**src/logic/usd_pkg.sv**
```systemverilog
/*
  constants, types and shared decode for the shadow rx/tx data port of a uart.
  assumes the register bus offers a full 32-bit byte address and that the
  baud tick and line control come from the surrounding uart.
*/
//
// How it works
// - this single full address is the only alias of rx buffer and tx holding decoded; word-spaced neighbours are unmapped.
// - a read returns the received byte in bits 7:0, serial or infrared input.
// - read data is valid only while the rx data valid flag is set.
// - fifos off: a new byte overwrites an unread buffer and flags overrun.
// - fifos on: a read returns the oldest byte at the rx fifo head.
// - rx fifo full: stored bytes kept, incoming byte dropped, overrun raised.
// - a write queues bits 7:0 for serial output or active-low infrared output.
// - fifos off: a write clears the empty flag; later writes replace the byte.
// - fifos on: writes accepted until the tx fifo, depth sixteen, is full.
// - a write to a full tx fifo is dropped, contents unchanged.
package usd_pkg;

  // ----------------------------------------------------------------------
  // address map
  // ----------------------------------------------------------------------
  localparam logic [31:0] USD_ALIAS_ADDR     = 32'h5000_106c;
  localparam int          USD_DATA_LSB       = 0;
  localparam int          USD_DATA_MSB       = 7;
  localparam int          USD_REG_WIDTH      = 16;
  localparam logic [15:0] USD_ALIAS_RESET    = 16'h0000;

  // ----------------------------------------------------------------------
  // sizes and counts
  // ----------------------------------------------------------------------
  localparam int          USD_FIFO_DEPTH     = 16;
  localparam int          USD_CHAR_BITS      = 8;
  localparam logic [3:0]  USD_LAST_DATA_BIT  = 4'h7;
  localparam logic        USD_LINE_IDLE      = 1'b1;

  typedef enum logic [1:0] {
    USD_RX_IDLE,
    USD_RX_DATA,
    USD_RX_STOP
  } usd_rx_state_type;

  typedef enum logic [1:0] {
    USD_TX_IDLE,
    USD_TX_START,
    USD_TX_DATA,
    USD_TX_STOP
  } usd_tx_state_type;

  // shared by the read and the write path
  function automatic logic usd_addr_hit(input logic [31:0] addr);
    usd_addr_hit = (addr == USD_ALIAS_ADDR);
  endfunction

endpackage

```
**src/logic/usd_fifo_if.sv**
```systemverilog
/*
  handshake bundle between the shadow port and one of its character fifos.
  assumes both ends run on the same clock.
*/
`timescale 1ns/1ps
interface usd_fifo_if #(
  parameter int WIDTH = 8,
  parameter int CW    = 5
);
  logic             push;
  logic             pop;
  logic             flush;
  logic [WIDTH-1:0] wdata;
  logic [WIDTH-1:0] rdata;
  logic             full;
  logic             empty;
  logic [CW-1:0]    count;

  modport owner (input push, pop, flush, wdata, output rdata, full, empty, count);
  modport user  (output push, pop, flush, wdata, input rdata, full, empty, count);
endinterface // usd_fifo_if

```
**src/logic/usd_fifo.sv**
```systemverilog
/*
  synchronous character fifo with head read-out and flush.
  drops a push when full unless the user pops in the same cycle.
*/
`timescale 1ns/1ps
module usd_fifo #(
  parameter int DEPTH = 16,
  parameter int WIDTH = 8,
  parameter int CW    = 5
) (
  // clock and reset
  input  wire logic sys_clk_in,
  input  wire logic reset_n_in,
  input  wire logic clk_en_in,
  // fifo port
  usd_fifo_if.owner f
);
  localparam int AW = (DEPTH > 1) ? $clog2(DEPTH) : 1;

  logic [WIDTH-1:0] mem_reg [DEPTH];
  logic [AW-1:0]    rd_ptr_reg;
  logic [AW-1:0]    wr_ptr_reg;
  logic [CW-1:0]    count_reg;
  logic             do_push;
  logic             do_pop;

  // a push into a full fifo only lands if a pop frees the slot
  assign do_push = f.push && (!f.full || f.pop);
  assign do_pop  = f.pop && !f.empty;

  function automatic logic [AW-1:0] ptr_inc(input logic [AW-1:0] p);
    ptr_inc = (p == AW'(DEPTH - 1)) ? '0 : p + AW'(1);
  endfunction

  always_ff @(posedge sys_clk_in or negedge reset_n_in) begin
    if (!reset_n_in) begin
      rd_ptr_reg <= '0;
      wr_ptr_reg <= '0;
      count_reg  <= '0;
    end else if (clk_en_in) begin
      if (f.flush) begin
        rd_ptr_reg <= '0;
        wr_ptr_reg <= '0;
        count_reg  <= '0;
      end else begin
        if (do_push) wr_ptr_reg <= ptr_inc(wr_ptr_reg);
        if (do_pop)  rd_ptr_reg <= ptr_inc(rd_ptr_reg);
        count_reg <= count_reg + CW'(do_push) - CW'(do_pop);
      end
    end
  end

  // storage has no reset; contents are don't-care until counted in
  always_ff @(posedge sys_clk_in) begin
    if (clk_en_in && do_push && !f.flush) begin
      mem_reg[wr_ptr_reg] <= f.wdata;
    end
  end

  assign f.rdata = mem_reg[rd_ptr_reg];
  assign f.count = count_reg;
  assign f.empty = (count_reg == '0);
  assign f.full  = (count_reg == CW'(DEPTH));
endmodule // usd_fifo

```
**src/logic/usd_shadow_port.sv**
```systemverilog
/*
  shadow rx/tx data alias of a uart with a minimal serial engine behind it.
  assumes: one bit_tick_in pulse per bit time from the uart baud logic,
  fifo enable and infrared mode driven by the uart control registers.
*/
`timescale 1ns/1ps
module usd_shadow_port
  import usd_pkg::*;
#(
  parameter int FIFO_DEPTH = USD_FIFO_DEPTH
) (
  // clock, reset, enable
  input  wire logic        sys_clk_in,
  input  wire logic        reset_n_in,
  input  wire logic        clk_en_in,
  // register port
  input  wire logic [31:0] addr_in,
  input  wire logic [31:0] wdata_in,
  input  wire logic        wr_in,
  input  wire logic        rd_in,
  output logic      [31:0] rdata_out,
  // control from the uart
  input  wire logic        fifo_enable_in,
  input  wire logic        ir_mode_in,
  input  wire logic        bit_tick_in,
  // status to the uart
  output logic             rx_data_valid_out,
  output logic             tx_holding_empty_out,
  output logic             overrun_out,
  // line
  input  wire logic        serial_rx_in,
  input  wire logic        ir_rx_in,
  output logic             serial_tx_out,
  output logic             ir_tx_n_out
);
  localparam int CW = $clog2(FIFO_DEPTH + 1);

  // ----------------------------------------------------------------------
  // declarations
  // ----------------------------------------------------------------------
  usd_fifo_if #(.WIDTH(USD_CHAR_BITS), .CW(CW)) rxf ();
  usd_fifo_if #(.WIDTH(USD_CHAR_BITS), .CW(CW)) txf ();

  logic                     host_rd;
  logic                     host_wr;
  logic                     fifo_en_d_reg;
  logic                     mode_flip;
  logic                     line_in;
  logic [USD_CHAR_BITS-1:0] rx_buffer_reg;
  logic                     rx_buf_full_reg;
  logic [USD_CHAR_BITS-1:0] tx_holding_reg;
  logic                     tx_hold_full_reg;
  logic                     tx_take;
  logic                     tx_avail;
  logic [USD_CHAR_BITS-1:0] tx_next_byte;
  logic                     overrun_reg;
  logic [31:0]              rdata_reg;

  usd_rx_state_type         rx_state_reg;
  logic [3:0]               rx_bit_reg;
  logic [USD_CHAR_BITS-1:0] rx_shift_reg;
  logic                     rx_done_reg;
  logic [USD_CHAR_BITS-1:0] rx_byte_reg;

  usd_tx_state_type         tx_state_reg;
  logic [3:0]               tx_bit_reg;
  logic [USD_CHAR_BITS-1:0] tx_shift_reg;
  logic                     tx_line_reg;

  // ----------------------------------------------------------------------
  // bus decode
  // ----------------------------------------------------------------------
  assign host_rd = rd_in && usd_addr_hit(addr_in);
  assign host_wr = wr_in && usd_addr_hit(addr_in);

  // ----------------------------------------------------------------------
  // fifos; a change of fifo enable empties both so no stale bytes leak
  // ----------------------------------------------------------------------
  always_ff @(posedge sys_clk_in or negedge reset_n_in) begin
    if (!reset_n_in) begin
      fifo_en_d_reg <= 1'b0;
    end else if (clk_en_in) begin
      fifo_en_d_reg <= fifo_enable_in;
    end
  end
  assign mode_flip = fifo_en_d_reg != fifo_enable_in;

  usd_fifo #(.DEPTH(FIFO_DEPTH), .WIDTH(USD_CHAR_BITS), .CW(CW)) u_rx_fifo (
    .sys_clk_in (sys_clk_in),
    .reset_n_in (reset_n_in),
    .clk_en_in  (clk_en_in),
    .f          (rxf)
  );

  usd_fifo #(.DEPTH(FIFO_DEPTH), .WIDTH(USD_CHAR_BITS), .CW(CW)) u_tx_fifo (
    .sys_clk_in (sys_clk_in),
    .reset_n_in (reset_n_in),
    .clk_en_in  (clk_en_in),
    .f          (txf)
  );

  // full rx fifo drops the new byte: push only lands on a same-cycle pop
  assign rxf.push  = fifo_enable_in && rx_done_reg;
  assign rxf.wdata = rx_byte_reg;
  assign rxf.pop   = fifo_enable_in && host_rd;
  assign rxf.flush = mode_flip;

  assign txf.push  = fifo_enable_in && host_wr && !txf.full;
  assign txf.wdata = wdata_in[USD_DATA_MSB:USD_DATA_LSB];
  assign txf.pop   = fifo_enable_in && tx_take;
  assign txf.flush = mode_flip;

  // ----------------------------------------------------------------------
  // rx buffer for fifo-off mode
  // ----------------------------------------------------------------------
  always_ff @(posedge sys_clk_in or negedge reset_n_in) begin
    if (!reset_n_in) begin
      rx_buffer_reg   <= USD_ALIAS_RESET[USD_DATA_MSB:USD_DATA_LSB];
      rx_buf_full_reg <= 1'b0;
    end else if (clk_en_in) begin
      if (!fifo_enable_in && rx_done_reg) begin
        rx_buffer_reg   <= rx_byte_reg;
        rx_buf_full_reg <= 1'b1;
      end else if (!fifo_enable_in && host_rd) begin
        rx_buf_full_reg <= 1'b0;
      end else if (mode_flip) begin
        rx_buf_full_reg <= 1'b0;
      end
    end
  end

  // overrun: one-cycle pulse to the line status logic
  always_ff @(posedge sys_clk_in or negedge reset_n_in) begin
    if (!reset_n_in) begin
      overrun_reg <= 1'b0;
    end else if (clk_en_in) begin
      if (fifo_enable_in) begin
        overrun_reg <= rx_done_reg && rxf.full && !host_rd;
      end else begin
        overrun_reg <= rx_done_reg && rx_buf_full_reg && !host_rd;
      end
    end
  end

  // ----------------------------------------------------------------------
  // read data, one cycle after the strobe
  // ----------------------------------------------------------------------
  always_ff @(posedge sys_clk_in or negedge reset_n_in) begin
    if (!reset_n_in) begin
      rdata_reg <= 32'h0000_0000;
    end else if (clk_en_in) begin
      rdata_reg <= 32'h0000_0000; // unmapped and idle read as zero
      if (host_rd) begin
        // upper bits stay zero; the byte is meaningful only if valid was set
        rdata_reg[USD_DATA_MSB:USD_DATA_LSB] <=
          fifo_enable_in ? rxf.rdata : rx_buffer_reg;
      end
    end
  end

  // ----------------------------------------------------------------------
  // tx holding for fifo-off mode; a write beats the transmitter's take
  // ----------------------------------------------------------------------
  always_ff @(posedge sys_clk_in or negedge reset_n_in) begin
    if (!reset_n_in) begin
      tx_holding_reg   <= USD_ALIAS_RESET[USD_DATA_MSB:USD_DATA_LSB];
      tx_hold_full_reg <= 1'b0;
    end else if (clk_en_in) begin
      if (!fifo_enable_in && host_wr) begin
        tx_holding_reg   <= wdata_in[USD_DATA_MSB:USD_DATA_LSB];
        tx_hold_full_reg <= 1'b1;
      end else if ((!fifo_enable_in && tx_take) || mode_flip) begin
        tx_hold_full_reg <= 1'b0;
      end
    end
  end

  assign tx_avail     = fifo_enable_in ? !txf.empty : tx_hold_full_reg;
  assign tx_next_byte = fifo_enable_in ? txf.rdata : tx_holding_reg;
  assign tx_take      = (tx_state_reg == USD_TX_IDLE) && bit_tick_in && tx_avail
                        && !mode_flip;

  // ----------------------------------------------------------------------
  // receiver: one sample per bit tick, lsb first; a bad stop bit drops it
  // ----------------------------------------------------------------------
  // infrared input pulses high for a zero bit
  assign line_in = ir_mode_in ? !ir_rx_in : serial_rx_in;

  always_ff @(posedge sys_clk_in or negedge reset_n_in) begin
    if (!reset_n_in) begin
      rx_state_reg <= USD_RX_IDLE;
      rx_bit_reg   <= 4'h0;
      rx_shift_reg <= 8'h00;
      rx_done_reg  <= 1'b0;
      rx_byte_reg  <= 8'h00;
    end else if (clk_en_in) begin
      rx_done_reg <= 1'b0;
      if (bit_tick_in) begin
        case (rx_state_reg)
          USD_RX_IDLE: begin
            if (line_in != USD_LINE_IDLE) begin
              rx_state_reg <= USD_RX_DATA;
              rx_bit_reg   <= 4'h0;
            end
          end
          USD_RX_DATA: begin
            rx_shift_reg <= {line_in, rx_shift_reg[USD_CHAR_BITS-1:1]};
            rx_bit_reg   <= rx_bit_reg + 4'h1;
            if (rx_bit_reg == USD_LAST_DATA_BIT) begin
              rx_state_reg <= USD_RX_STOP;
            end
          end
          USD_RX_STOP: begin
            rx_state_reg <= USD_RX_IDLE;
            if (line_in == USD_LINE_IDLE) begin
              rx_done_reg <= 1'b1;
              rx_byte_reg <= rx_shift_reg;
            end
          end
          default: begin
            rx_state_reg <= USD_RX_IDLE;
          end
        endcase
      end
    end
  end

  // ----------------------------------------------------------------------
  // transmitter
  // ----------------------------------------------------------------------
  always_ff @(posedge sys_clk_in or negedge reset_n_in) begin
    if (!reset_n_in) begin
      tx_state_reg <= USD_TX_IDLE;
      tx_bit_reg   <= 4'h0;
      tx_shift_reg <= 8'h00;
      tx_line_reg  <= USD_LINE_IDLE;
    end else if (clk_en_in) begin
      if (bit_tick_in) begin
        case (tx_state_reg)
          USD_TX_IDLE: begin
            tx_line_reg <= USD_LINE_IDLE;
            if (tx_take) begin
              tx_shift_reg <= tx_next_byte;
              tx_state_reg <= USD_TX_START;
            end
          end
          USD_TX_START: begin
            tx_line_reg  <= 1'b0;
            tx_bit_reg   <= 4'h0;
            tx_state_reg <= USD_TX_DATA;
          end
          USD_TX_DATA: begin
            tx_line_reg  <= tx_shift_reg[0];
            tx_shift_reg <= {1'b0, tx_shift_reg[USD_CHAR_BITS-1:1]};
            tx_bit_reg   <= tx_bit_reg + 4'h1;
            if (tx_bit_reg == USD_LAST_DATA_BIT) begin
              tx_state_reg <= USD_TX_STOP;
            end
          end
          USD_TX_STOP: begin
            tx_line_reg  <= USD_LINE_IDLE;
            tx_state_reg <= USD_TX_IDLE;
          end
          default: begin
            tx_state_reg <= USD_TX_IDLE;
          end
        endcase
      end
    end
  end

  // ----------------------------------------------------------------------
  // outputs
  // ----------------------------------------------------------------------
  assign rdata_out            = rdata_reg;
  assign overrun_out          = overrun_reg;
  assign rx_data_valid_out    = fifo_enable_in ? !rxf.empty : rx_buf_full_reg;
  // software must wait for this before writing; extra writes are handled
  assign tx_holding_empty_out = fifo_enable_in ? txf.empty : !tx_hold_full_reg;
  // infrared output is active low, so a zero bit drives it low
  assign serial_tx_out        = ir_mode_in ? USD_LINE_IDLE : tx_line_reg;
  assign ir_tx_n_out          = ir_mode_in ? tx_line_reg : USD_LINE_IDLE;
endmodule // usd_shadow_port

```
**config.mk**
```make
export PLATFORM = sky130hd
export DESIGN_NAME = usd_shadow_port
export DESIGN_NICKNAME = d
export VERILOG_FILES = /design/src/logic/usd_pkg.sv /design/src/logic/usd_fifo_if.sv /design/src/logic/usd_fifo.sv /design/src/logic/usd_shadow_port.sv
export SDC_FILE = /design/constraint.sdc
export NUM_CORES = 1
export LEC_CHECK = 0
export BUFFER_PORTS_ARGS = -buffer_cell sky130_fd_sc_hd__buf_2
export CAP_MARGIN = 0
export CORE_UTILIZATION = 45
export CTS_BUF_LIST = sky130_fd_sc_hd__clkbuf_2 sky130_fd_sc_hd__clkbuf_4 sky130_fd_sc_hd__clkbuf_8
export DETAILED_ROUTE_END_ITERATION = 16
export GPL_TIMING_DRIVEN = 1
export REMOVE_ABC_BUFFERS = 1
export SLEW_MARGIN = 20
export SYNTH_ARGS = -nofsm -noshare
export SYNTH_HDL_FRONTEND = slang
export SYNTH_SLANG_ARGS = --single-unit
```
**constraint.sdc**
```tcl
create_clock -name sys_clk_in -period 6.05 [get_ports sys_clk_in]
set_input_delay 0.3025 -clock sys_clk_in [delete_from_list [all_inputs] [get_ports sys_clk_in]]
set_output_delay 0.3025 -clock sys_clk_in [all_outputs]
set_load 0.1 [all_outputs]
```
==> results_dict.tcl <==
set metrics [dict create \
    status "finished clean" \
    cts_tree "done" \
    synth_area_per_cell_um2 16.44 \
    hold_class "input port to register" \
    postRouteAntennaNets 0 \
    antenna_found_initial 1 \
    rsz0062_at_grt "no" \
    grt_pass1_vias 8475 \
    clock_latency_ns 0.60 \
    power_density_nw_per_um2 324.0 \
    slew_violations 0 \
    vias 8219 \
    syn_inst 922 \
    overflow 0 \
    synthAdderAreaFrac_pct 2.576 \
    root_buffer "clkbuf_8" \
    io_buffers 62 \
    period_needed_ns 3.649 \
    setup_tns_ns 0 \
    first_iter_violations 623 \
    yosys-top-cells-area "edfxtp_1 51%, dfrtp_1 15%, mux4_2 9.5%" \
    max_freq_ghz 0.2740 \
    die_h_um 185.5 \
    cts_buffers 56 \
    muxShareOfSynthArea_pct 14.19 \
    drive_gt1_share_pct 27.32 \
    boundaryPins 111 \
    start_util_pct 46.11 \
    irDropWorstVdd_v 0.0002454 \
    cp-start-kind "register" \
    finalHoldViolCount 0 \
    wl_um 30770 \
    path_max_fanout 4 \
    layout-area-overhead-vs-synth_pct 12.30 \
    skew_ns 0.01916 \
    dieArea_um2 34410 \
    die_x_um 185.5 \
    hold_depth 1 \
    track_usage_pct 18.94 \
    p_leak_nw 6.523 \
    ys_ff_latch 348 \
    yosys.area_share.simple_pct 7.018 \
    ctsLongestPathBuffers 3 \
    via_per_inst 5.479 \
    htree_levels 2 \
    crit_start "u_tx_fifo.f.count[3]$_DFFE_PN0P_" \
    synthXorXnorAreaFrac_pct 0.2807 \
    grt_max_degree 48 \
    cp-end-kind "register" \
    synth-edff-count 256 \
    final_common_cell "edfxtp_1" \
    gp_congestion 0.7945 \
    clkSinkCount 348 \
    drtPass1Iterations 5 \
    fill_cells 2786 \
    drc_errors 0 \
    synthArstFlopShare_pct 26.44 \
    cap_violations 0 \
    fin_nets 1115 \
    diodes 0 \
    wl_per_cell_um 20.51 \
    synth_top_family_by_area "multiplexers" \
    setup_viol 0 \
    worstMarginPinSlew_ns 0.9639 \
    ff_latch_area_um2 9993 \
    synth_ff_type "edfxtp_1" \
    final_cell_mix "256 x edfxtp_1, 89 x dfrtp_1, 64 x mux4_2, 61 x clkbuf_8, 61 x buf_2" \
    fin_util_pct 51.78 \
    crit_type "register to register" \
    num_rows 66 \
    hpwl_um 19620 \
    arrival_ns 4.16 \
    yosys_warnings 0 \
    synth_compound_area_share_pct 6.606 \
    required_ns 6.57 \
    reg2reg_depth 14 \
    clk_pin_slew_worst_paths_ns 0.07 \
    core-area_um2 32870 \
    netlist_area_um2 15150 \
    yosysSeqAreaShare_pct 65.93 \
    r2r-start "u_tx_fifo.f.count[3]$_DFFE_PN0P_" \
    period_share_pct 60.32 \
    cts_resized 0 \
    slew_headroom_pct 34.83 \
    synth_area_leader_cell "edfxtp_1" \
    ys_types 73 \
    multi_input_area_um2 4743 \
    grt_pass1_wl_um 48510 \
    yosysTopAreaCellShare_pct 50.73 \
    min_from "wdata_in[1]" \
]
cell usage after synthesis (3+ instances only):
| master | number |
|---|---|
| a21o_1 | 13 |
| mux2i_1 | 22 |
| a22o_1 | 9 |
| and2_1 | 8 |
| clkbuf_1 | 22 |
| nand2b_1 | 10 |
| nor2_1 | 20 |
| nor2b_1 | 16 |
| mux4_2 | 64 |
| o2bb2ai_1 | 9 |
| edfxtp_1 | 256 |
| mux4_1 | 4 |
| a32o_1 | 4 |
| nor4_4 | 3 |
| a211o_1 | 11 |
| a221oi_1 | 3 |
| mux2_2 | 34 |
| o31a_1 | 3 |
| a31oi_1 | 10 |
| nand3_1 | 9 |
| inv_1 | 36 |
| nor4_1 | 3 |
| o22ai_1 | 8 |
| buf_1 | 7 |
| o211ai_1 | 3 |
| buf_2 | 7 |
| ha_1 | 28 |
| and3_1 | 19 |
| a21oi_1 | 12 |
| and4_1 | 3 |
| nand4_1 | 4 |
| dfrtp_1 | 91 |
| nand2_1 | 44 |
| o21ai_0 | 35 |
| buf_4 | 29 |
| nor3_1 | 11 |
final cells by class:
class                           instances  share of cell area (%)
Tap cell                              442                   3.250
Multi-Input combinational cell        494                   27.87
Timing Repair Buffer                   74                   2.382
Clock buffer                           84                   5.948
Clock inverter                         21                   1.007
Sequential cell                       348                   58.72
Inverter                               37                  0.8161
cell families (layout without fill, tap and decap cells):
kind of cell | Yosys count | count (layout)
other | 1 | 24
AND/OR/NAND/NOR | 171 | 171
buffers and inverters | 103 | 216
multiplexers | 124 | 124
XOR/XNOR | 4 | 4
adder cells (fa/ha/maj) | 30 | 30
AO/OA/AOI/OAI | 141 | 141
flip-flops | 348 | 348
worst max-delay path, stage by stage, from the launching register on:
cell and delay [ns]:
dfrtp_1 0.39, inv_1 0.10, ha_1 0.20, nor4b_1 0.79, nor3_1 0.28, ha_1 0.35
inv_1 0.06, ha_1 0.16, inv_1 0.06, fa_1 0.40, nand2b_1 0.17, a21oi_1 0.18
nor3_1 0.08, o31a_1 0.23, o21ai_0 0.13
final timing paths:
path | slack (ns) | to
setup / recovery | 2.40 | u_tx_fifo.f.count[4]$_DFFE_PN0P_
hold / removal | 0.1 | u_tx_fifo.mem_reg[3][1]$_DFFE_PP_
setup reg to reg | 2.40 | u_tx_fifo.f.count[4]$_DFFE_PN0P_
hold reg to reg | 0.48 | tx_shift_reg[4]$_DFFE_PN0P_
max in group asynchronous | 4.64 | u_rx_fifo.rd_ptr_reg[0]$_DFFE_PN0P_
min in group asynchronous | 0.27 | tx_holding_reg[1]$_DFFE_PN0P_
what timing repair did:
action                    CTS  global route
hold endpoints to repair   44             0
hold buffers                1             0
buffers inserted            0             0
where the power goes:
| group | internal, W | switching [W] | leakage (nW) |
|---|---|---|---|
| Sequential | 0.00265 | 0.0000957 | 3.71 |
| Combinational | 0.000267 | 0.000400 | 2.19 |
| Clock | 0.00120 | 0.000906 | 0.624 |
| Total | 0.00411 | 0.00140 | 6.52 |
stage by stage:
step / power, W / setup slack, ns / area, um^2 / cells / hold WS, ns
after floorplan: 0.003268 / 2.945 / 14870 / 879 / 0.006909
after global placement: 0.003456 / 2.198 / 15820 / 1394 / 0.3622
after detailed placement: 0.003467 / 2.152 / 15820 / 1394 / 0.3632
after CTS: 0.005566 / 2.438 / 17020 / 1500 / 0.06979
after global routing: 0.005756 / 1.985 / 17020 / 1500 / 0.09418
final: 0.005513 / 2.401 / 17020 / 1500 / 0.09714
routing by layer:
metal | share of wire, % | wire length (um) | track usage (%) | vias up
met4 | 1.7 | 536 | 5.124 | 2
met2 | 49 | 15220 | 31.72 | 193
met5 | 0.042 | 13 | 0 | -
met1 | 45 | 13730 | 25.37 | 4203
met3 | 4.1 | 1267 | 3.522 | 46
li1 | - | - | - | 3775
(Power assumes the default switching activity.)
